[config.mk]
export PLATFORM = sky130hd
export DESIGN_NAME = six_bit_bidir_port
export DESIGN_NICKNAME = d
export VERILOG_FILES = /design/src/pkg/six_bit_port_pkg.sv /design/src/logic/pin_sync.sv /design/src/logic/change_detect.sv /design/src/logic/six_bit_bidir_port.sv
export VERILOG_INCLUDE_DIRS = /design/src /design/src/pkg
export SDC_FILE = /design/constraint.sdc
export NUM_CORES = 1
export LEC_CHECK = 0
export CORE_UTILIZATION = 60
export CTS_CLUSTER_DIAMETER = 100
export CTS_CLUSTER_SIZE = 28
export DETAILED_ROUTE_END_ITERATION = 10
export DONT_BUFFER_PORTS = 1
export PLACE_DENSITY_LB_ADDON = 0.05
export SYNTH_ARGS = -nofsm -noshare
export SYNTH_HDL_FRONTEND = slang
export SYNTH_SLANG_ARGS = --single-unit
[constraint.sdc]
create_clock -name clk_i -period 1.9 [get_ports clk_i]
set_clock_uncertainty 0.05 [all_clocks]
set_input_delay 0.19 -clock clk_i [delete_from_list [all_inputs] [get_ports clk_i]]
set_output_delay 0.19 -clock clk_i [all_outputs]
set_load 0.005 [all_outputs]
[src/pkg/six_bit_port_regs.svh]
// register indices, field positions, reset values and bus constants of the six-bit port
`ifndef SIX_BIT_PORT_REGS_SVH
`define SIX_BIT_PORT_REGS_SVH

`define PORT_WIDTH 6
`define PIN_THREE 3
`define ADR_WIDTH 10

// register indices; byte address is four times the index
`define IDX_PORT_PIN_DATA 8'h05
`define IDX_INTERRUPT_CONTROL 8'h0B
`define IDX_OPTION 8'h81
`define IDX_PORT_DIRECTION 8'h85
`define IDX_ANALOG_SELECT 8'h91
`define IDX_PULLUP_ENABLE 8'h95
`define IDX_CHANGE_INT_MASK 8'h96
`define IDX_CONFIG 8'hA0

// field positions
`define BIT_GLOBAL_PULLUP_DISABLE 7
`define BIT_PORT_CHANGE_FLAG 0
`define BIT_PORT_CHANGE_INT_ENABLE 3
`define BIT_RESET_PIN_ENABLE 0

// reset values
`define RST_DIRECTION 6'h3F
`define RST_OPTION 8'hFF
`define RST_ANALOG_SELECT 8'hFF
`define RST_PULLUP_ENABLE 6'h00
`define RST_CHANGE_INT_MASK 6'h00
`define RST_INTERRUPT_CONTROL 8'h00
`define RST_CONFIG 1'h0
`define RST_OUT_LATCH 6'h00

`endif

[src/pkg/six_bit_port_pkg.sv]
// types shared by the six-bit port design
`default_nettype none
package six_bit_port_pkg;
    typedef struct packed {
        logic cyc;
        logic stb;
        logic we;
        logic [3:0] sel;
        logic [9:0] adr;
        logic [31:0] dat;
    } wb_req_t;

    typedef struct packed {
        logic [5:0] enable;
        logic [5:0] drive;
        logic [5:0] oe;
    } periph_ctl_t;

    typedef enum logic [1:0] {
        BUS_IDLE = 2'b01,
        BUS_ACK = 2'b10
    } bus_state_t;
endpackage
`default_nettype wire

[src/logic/pin_sync.sv]
// two-stage synchroniser for the six pin levels
`timescale 1ns/1ns
`default_nettype none
module pin_sync (
    input wire logic clk_i,
    input wire logic rst_i,
    input wire logic [5:0] pin_i,
    output logic [5:0] pin_sync_o
);
    logic [5:0] stage_one;

    always_ff @(posedge clk_i) begin
        if (rst_i) begin
            stage_one <= 6'h00;
            pin_sync_o <= 6'h00;
        end else begin
            stage_one <= pin_i;
            pin_sync_o <= stage_one;
        end
    end
endmodule // pin_sync
`default_nettype wire

[src/logic/change_detect.sv]
// interrupt-on-change comparator against the level latched at the last data read
`timescale 1ns/1ns
`default_nettype none
module change_detect (
    input wire logic clk_i,
    input wire logic rst_i,
    input wire logic [5:0] level_i,
    input wire logic [5:0] watch_i,
    input wire logic read_i,
    output logic mismatch_o
);
    logic [5:0] last_read;

    // snapshot taken when software reads the data register
    always_ff @(posedge clk_i) begin
        if (rst_i) begin
            last_read <= 6'h00;
        end else if (read_i) begin
            last_read <= level_i;
        end
    end

    always_ff @(posedge clk_i) begin
        if (rst_i) begin
            mismatch_o <= 1'b0;
        end else begin
            mismatch_o <= |((level_i ^ last_read) & watch_i);
        end
    end
endmodule // change_detect
`default_nettype wire

[src/logic/six_bit_bidir_port.sv]
// six-bit bidirectional port with pull-ups and change detection, wishbone slave
//
// The Wishbone register port was chosen for this implementation.
`timescale 1ns/1ns
`default_nettype none
`include "six_bit_port_regs.svh"
module six_bit_bidir_port (
    input wire logic clk_i,
    input wire logic rst_i,
    input wire six_bit_port_pkg::wb_req_t wb_req_i,
    output logic wb_ack_o,
    output logic [31:0] wb_dat_o,
    input wire logic [5:0] pin_i,
    output logic [5:0] pin_out_o,
    output logic [5:0] pin_oe_o,
    output logic [5:0] pin_pullup_o,
    input wire six_bit_port_pkg::periph_ctl_t periph_i,
    output logic [5:0] periph_pin_o,
    output logic port_change_irq_o
);
    import six_bit_port_pkg::*;

    // ------------------------------------------------------------
    // helpers
    // ------------------------------------------------------------
    // analog channels land on pins 0, 1, 2 and 4
    function automatic logic [5:0] analog_pins(input logic [7:0] sel);
        analog_pins = {1'b0, sel[3], 1'b0, sel[2], sel[1], sel[0]};
    endfunction

    function automatic logic [7:0] index_of(input logic [9:0] adr);
        index_of = adr[9:2];
    endfunction

    function automatic logic [7:0] merge_byte(input logic [7:0] old_val, input logic [7:0] new_val,
                                              input logic lane);
        merge_byte = lane ? new_val : old_val;
    endfunction

    // ------------------------------------------------------------
    // state
    // ------------------------------------------------------------
    bus_state_t bus_state;
    logic [5:0] out_latch;
    logic [5:0] direction;
    logic [5:0] pullup_enable;
    logic [5:0] change_interrupt_mask;
    logic [7:0] analog_select;
    logic [7:0] option_reg;
    logic [7:0] interrupt_control_reg;
    logic reset_pin_enable_config;
    logic [5:0] level_sync;
    logic change_seen;

    logic [7:0] idx;
    logic wr_fire;
    logic rd_fire;
    logic [7:0] wbyte;
    logic [7:0] next_latch_byte;
    logic [5:0] analog_mask;
    logic [5:0] pin_read;
    logic [5:0] dir_view;
    logic [5:0] watch;
    logic [7:0] read_mux;

    assign idx = index_of(wb_req_i.adr);
    assign wbyte = wb_req_i.dat[7:0];
    // a transfer completes on the edge where ack is high
    assign wr_fire = wb_req_i.cyc & wb_req_i.stb & wb_req_i.we & (bus_state == BUS_ACK);
    assign rd_fire = wb_req_i.cyc & wb_req_i.stb & ~wb_req_i.we & (bus_state == BUS_ACK);
    assign analog_mask = analog_pins(analog_select);
    assign next_latch_byte = merge_byte({2'b00, pin_read}, wbyte, wb_req_i.sel[0]);

    // ------------------------------------------------------------
    // pin input path
    // ------------------------------------------------------------
    pin_sync u_pin_sync (
        .clk_i(clk_i),
        .rst_i(rst_i),
        .pin_i(pin_i),
        .pin_sync_o(level_sync)
    );

    always_comb begin
        pin_read = level_sync;
        pin_read = pin_read & ~analog_mask;
        pin_read = pin_read & ~periph_i.enable;
        if (reset_pin_enable_config) begin
            pin_read[`PIN_THREE] = 1'b0;
        end
    end

    always_comb begin
        dir_view = direction;
        dir_view[`PIN_THREE] = 1'b1;
    end

    // analog pins and pin three as reset input lose change detection
    always_comb begin
        watch = change_interrupt_mask & ~analog_mask & ~periph_i.enable;
        if (reset_pin_enable_config) begin
            watch[`PIN_THREE] = 1'b0;
        end
    end

    change_detect u_change_detect (
        .clk_i(clk_i),
        .rst_i(rst_i),
        .level_i(level_sync),
        .watch_i(watch),
        .read_i(rd_fire && idx == `IDX_PORT_PIN_DATA),
        .mismatch_o(change_seen)
    );

    // ------------------------------------------------------------
    // wishbone handshake
    // ------------------------------------------------------------
    always_ff @(posedge clk_i) begin
        if (rst_i) begin
            bus_state <= BUS_IDLE;
        end else begin
            case (bus_state)
                BUS_IDLE: begin
                    if (wb_req_i.cyc && wb_req_i.stb) begin
                        bus_state <= BUS_ACK;
                    end
                end
                BUS_ACK: begin
                    bus_state <= BUS_IDLE;
                end
                default: begin
                    bus_state <= BUS_IDLE;
                end
            endcase
        end
    end

    always_ff @(posedge clk_i) begin
        if (rst_i) begin
            wb_ack_o <= 1'b0;
        end else begin
            wb_ack_o <= (bus_state == BUS_IDLE) && wb_req_i.cyc && wb_req_i.stb;
        end
    end

    always_comb begin
        if (idx == `IDX_PORT_PIN_DATA) begin
            read_mux = {2'b00, pin_read};
        end else if (idx == `IDX_PORT_DIRECTION) begin
            read_mux = {2'b00, dir_view};
        end else if (idx == `IDX_PULLUP_ENABLE) begin
            read_mux = {2'b00, pullup_enable};
        end else if (idx == `IDX_CHANGE_INT_MASK) begin
            read_mux = {2'b00, change_interrupt_mask};
        end else if (idx == `IDX_ANALOG_SELECT) begin
            read_mux = analog_select;
        end else if (idx == `IDX_OPTION) begin
            read_mux = option_reg;
        end else if (idx == `IDX_INTERRUPT_CONTROL) begin
            read_mux = interrupt_control_reg;
        end else if (idx == `IDX_CONFIG) begin
            read_mux = {7'h00, reset_pin_enable_config};
        end else begin
            read_mux = 8'h00;
        end
    end

    // read data captured as ack rises; unmapped indices read zero
    always_ff @(posedge clk_i) begin
        if (rst_i) begin
            wb_dat_o <= 32'h00000000;
        end else if (bus_state == BUS_IDLE && wb_req_i.cyc && wb_req_i.stb) begin
            wb_dat_o <= {24'h000000, read_mux};
        end
    end

    // ------------------------------------------------------------
    // output latch
    // ------------------------------------------------------------
    // unselected lane rewrites the latch from the pins, where the other registers ignore the write
    always_ff @(posedge clk_i) begin
        if (rst_i) begin
            out_latch <= `RST_OUT_LATCH;
        end else if (wr_fire && idx == `IDX_PORT_PIN_DATA) begin
            out_latch <= next_latch_byte[5:0];
        end
    end

    // ------------------------------------------------------------
    // configuration registers
    // ------------------------------------------------------------
    always_ff @(posedge clk_i) begin
        if (rst_i) begin
            direction <= `RST_DIRECTION;
        end else if (wr_fire && idx == `IDX_PORT_DIRECTION && wb_req_i.sel[0]) begin
            direction <= wbyte[5:0];
        end
    end

    always_ff @(posedge clk_i) begin
        if (rst_i) begin
            pullup_enable <= `RST_PULLUP_ENABLE;
        end else if (wr_fire && idx == `IDX_PULLUP_ENABLE && wb_req_i.sel[0]) begin
            pullup_enable <= wbyte[5:0];
        end
    end

    always_ff @(posedge clk_i) begin
        if (rst_i) begin
            change_interrupt_mask <= `RST_CHANGE_INT_MASK;
        end else if (wr_fire && idx == `IDX_CHANGE_INT_MASK && wb_req_i.sel[0]) begin
            change_interrupt_mask <= wbyte[5:0];
        end
    end

    always_ff @(posedge clk_i) begin
        if (rst_i) begin
            analog_select <= `RST_ANALOG_SELECT;
        end else if (wr_fire && idx == `IDX_ANALOG_SELECT && wb_req_i.sel[0]) begin
            analog_select <= wbyte;
        end
    end

    always_ff @(posedge clk_i) begin
        if (rst_i) begin
            option_reg <= `RST_OPTION;
        end else if (wr_fire && idx == `IDX_OPTION && wb_req_i.sel[0]) begin
            option_reg <= wbyte;
        end
    end

    always_ff @(posedge clk_i) begin
        if (rst_i) begin
            reset_pin_enable_config <= `RST_CONFIG;
        end else if (wr_fire && idx == `IDX_CONFIG && wb_req_i.sel[0]) begin
            reset_pin_enable_config <= wbyte[`BIT_RESET_PIN_ENABLE];
        end
    end

    // flag set by a change wins over a software clear in the same cycle
    always_ff @(posedge clk_i) begin
        if (rst_i) begin
            interrupt_control_reg <= `RST_INTERRUPT_CONTROL;
        end else begin
            if (wr_fire && idx == `IDX_INTERRUPT_CONTROL && wb_req_i.sel[0]) begin
                interrupt_control_reg <= wbyte;
            end
            if (change_seen) begin
                interrupt_control_reg[`BIT_PORT_CHANGE_FLAG] <= 1'b1;
            end
        end
    end

    always_ff @(posedge clk_i) begin
        if (rst_i) begin
            port_change_irq_o <= 1'b0;
        end else begin
            port_change_irq_o <= interrupt_control_reg[`BIT_PORT_CHANGE_FLAG] &
                                 interrupt_control_reg[`BIT_PORT_CHANGE_INT_ENABLE];
        end
    end

    // ------------------------------------------------------------
    // pin drivers
    // ------------------------------------------------------------
    always_ff @(posedge clk_i) begin
        if (rst_i) begin
            pin_oe_o <= 6'h00;
            pin_out_o <= 6'h00;
        end else begin
            for (int i = 0; i < `PORT_WIDTH; i++) begin
                if (periph_i.enable[i]) begin
                    pin_oe_o[i] <= periph_i.oe[i];
                    pin_out_o[i] <= periph_i.drive[i];
                end else begin
                    pin_oe_o[i] <= ~dir_view[i];
                    pin_out_o[i] <= out_latch[i];
                end
            end
        end
    end

    always_ff @(posedge clk_i) begin
        if (rst_i) begin
            pin_pullup_o <= 6'h00;
        end else begin
            for (int i = 0; i < `PORT_WIDTH; i++) begin
                pin_pullup_o[i] <= pullup_enable[i] & dir_view[i] & ~analog_mask[i] & ~periph_i.enable[i] &
                                   ~option_reg[`BIT_GLOBAL_PULLUP_DISABLE] & (i != `PIN_THREE);
            end
        end
    end

    always_ff @(posedge clk_i) begin
        if (rst_i) begin
            periph_pin_o <= 6'h00;
        end else begin
            periph_pin_o <= level_sync & ~analog_mask;
        end
    end
endmodule // six_bit_bidir_port
`default_nettype wire

==> key figures <==
Setup path
  • Critical path type: flop to flop
  • Setup crit start kind: flop
  • CP max-delay cell: and2b_4
  • CP cell instances: and3b_1 > nand3_1 > buf_4 > and2b_4 > nor2b_1 > a211o_1
  • Req. time, crit path: 2110 ps
  • Max stage delay on crit path: 370 ps
  • Crit path max fanout: 16
  • CP endpoint kind: flop
  • Crit path DAT: 1990 ps

Final layout
  • Number of fill cells: 579
  • Layout cell share with drive strength beyond 1: 10.04%
  • Final core utilization: 71.16%
  • Layout Nets: 598
  • P&R area growth vs syn: 14.93%
  • Ant. Diodes: 0
  • Final Instance Area: 0.005161 mm^2

Route
  • 1st-pass router iterations: 6
  • Vias per inst: 5.802
  • DR vias: 3638
  • Iteration-0 DRC Markers: 292
  • Residual DRC count: 0
  • Post-route ant nets: 0
  • WL/cell: 18.18 um
  • Post-Route WL: 11.40 mm

Synth
  • Post-synth top area share: 45.47%
  • Async SR Flop Fraction: 0%
  • Post-synth EDFFs: 0
  • Area leader, netlist: dfxtp_1
  • Synthesized flop and latch total: 102
  • Mean Syn Cell Area: 9.336 um^2
  • Ranking of synthesized cells by area: dfxtp_1, mux2i_1, nor2_1
  • Library cells used by synthesis: 56
  • Synthesis Warnings: 0
  • Syn Std Cell Area: 0.004491 mm^2
  • Syn Inst Count: 481
  • Top_reg_cell synth: dfxtp_1
  • Sequential cell area fraction in the yosys report: 45.47%

Min path
  • HP Class: input pin to flop

GRT
  • Total GRT Usage: 30.73%
  • Vias in the first global route: 3531
  • Antenna violations before repair: 0
  • Pin count of the biggest net entering global routing: 84
  • GRT Residual Overflow: 0
  • First-pass GRT wire length: 17.86 mm

STA
  • Setup TNS: 0 ps
  • Hold WS: -5.014 ps
  • Final-report hold violation count: 1
  • Slew headroom: 59.69%
  • RSZ-0062 raised after global routing: false
  • FMAX: 563.3 MHz
  • Max Slew Vio Count: 0
  • Tmin final: 1775 ps
  • Fin worst setup slack: 124.8 ps
  • Final setup violation count: 0
  • Period utilization: 93.43%
  • Worst-Margin Slew: 604.6 ps

Floorplan
  • Row cnt: 31
  • I/O pin cnt: 133
  • Area of the die: 0.007834 mm^2
  • Die W: 88.51 um
  • Placeable Area: 0.007253 mm^2
  • Initial Utilization: 61.91%
  • Die Ht: 88.51 um

Placed design
  • Post-DP HPWL: 7.313 mm
  • Pre-CTS setup slack: 158.3 ps
  • Post-place instance area: 0.004543 mm^2
  • Placer congestion estimate: 0.8820
  • Count of input and output buffers: 0

Clocking
  • Skew-Pair Late Insertion Delay: 370 ps
  • Root buffer cell: clkbuf_8
  • CTS max path bufs: 2
  • Clk sinks: 102
  • TritonCTS clock tree: done
  • Clk pin slew, worst setup/hold paths: 110 ps
  • H-tree depth: 3
  • Num CTS Buffers: 9

Outcome
  • Outcome: finished, violations left
  • Violated checks: hold timing

Pwr
  • Pwr dens: 724.9 mW/mm^2
  • Leak pwr: 1.948 nW
  • Max IR drop VDD: 639.3 uV

Job
  • Max-Cap Viols: 0
## through the flow
step	power [mW]	instances
after floorplan	2.407	505
after global placement	2.356	571
after detailed placement	2.360	571
after CTS	3.748	626
after global routing	3.875	627
final	3.741	627
## layout by cell type (no fill, tap or decap), drive strengths merged, types with 3 or more instances in the layout
master	netlist	final
dfxtp	102	102
nor2	68	68
nor2b	41	41
dlygate4sd3	0	37
mux2i	33	33
nand2	26	26
conb	1	25
a211o	22	22
buf	37	22
o21ai	20	20
a21oi	16	16
o22ai	9	9
clkbuf	15	9
nand3	8	8
a22oi	7	7
inv	4	7
o211ai	6	6
nor3b	6	6
xor2	5	5
and4	5	5
and3b	4	4
a222oi	4	4
nor3	4	4
and2	3	3
nand4bb	3	3
nor4b	3	3
clkinv	0	3
## synth_stat cells (3+ instances only)
| library cell | instances |
|---|---|
| dfxtp_1 | 102 |
| nor2_1 | 68 |
| nor2b_1 | 40 |
| mux2i_1 | 33 |
| buf_4 | 26 |
| nand2_1 | 26 |
| a211o_1 | 22 |
| a21oi_1 | 16 |
| clkbuf_1 | 15 |
| o21ai_0 | 12 |
| o22ai_1 | 9 |
| nand3_1 | 8 |
| o21ai_1 | 8 |
| a22oi_1 | 7 |
| buf_2 | 7 |
| nor3b_1 | 6 |
| o211ai_1 | 6 |
| and4_1 | 5 |
| xor2_1 | 5 |
| a222oi_1 | 4 |
| and3b_1 | 4 |
| and2_1 | 3 |
| nand4bb_1 | 3 |
## where the power goes
group / internal [mW] / switching, mW / leakage, nW
clock: 0.506 / 0.810 / 0.0949
sequential: 2.16 / 0.0148 / 0.827
combinational: 0.115 / 0.132 / 1.03
## cells by family (layout without fill, tap and decap cells)
family | after synthesis | count (layout) | share of synthesized area (%)
simple gates | 185 | 185 | 23.35
compound gates | 98 | 98 | 15.19
xor+xnor | 6 | 6 | 1.170
mux | 33 | 33 | 7.356
flops | 102 | 102 | 45.47
buf+inv | 56 | 79 | 7.384
other cells | 1 | 25 | 0.08351
## critical path, delay by kind of cell, from the launching register on
kind	cells	cell delay, ps
AND/OR/NAND/NOR	4	820
AO/OA/AOI/OAI	1	270
buffers and inverters	1	200
flip-flops	1	340
## cell type report
| class | count | area, um^2 | area share, % |
|---|---|---|---|
| tap | 99 | 123.9 | 2.400 |
| timing repair buffer | 59 | 568.0 | 11.01 |
| sequential | 102 | 2043 | 39.59 |
| inverter | 4 | 15.01 | 0.2909 |
| clock inverter | 7 | 66.31 | 1.285 |
| multi-input combinational | 347 | 2221 | 43.03 |
| clock buffer | 9 | 123.9 | 2.400 |
## final timing paths
check | end | cells past startpoint | slack (ps) | start
worst max-delay path | option_reg[6] | 6 | 120 | bus_state[0]
worst min-delay path | out_latch[3] | 3 | -5 | wb_req_i[42]
worst max register to register | option_reg[6] | 6 | 120 | bus_state[0]
worst min register to register | u_pin_sync.pin_sync_o[4] | 1 | 400 | u_pin_sync.stage_one[4]
## repair_timing
action | CTS | global route
endpoints found under the hold margin | 91 | 0
setup buffers | 0 | 2
hold buffers | 39 | 0
setup endpoints to repair | 0 | 3
resized for setup | 0 | 4
## routing by layer
metal	global-route usage (%)	share of wire, %
met5	0	0
met1	40.19	43
met4	14.81	2.8
met3	7.090	7.8
met2	48.04	46
Power figures use the tool's default switching activity.
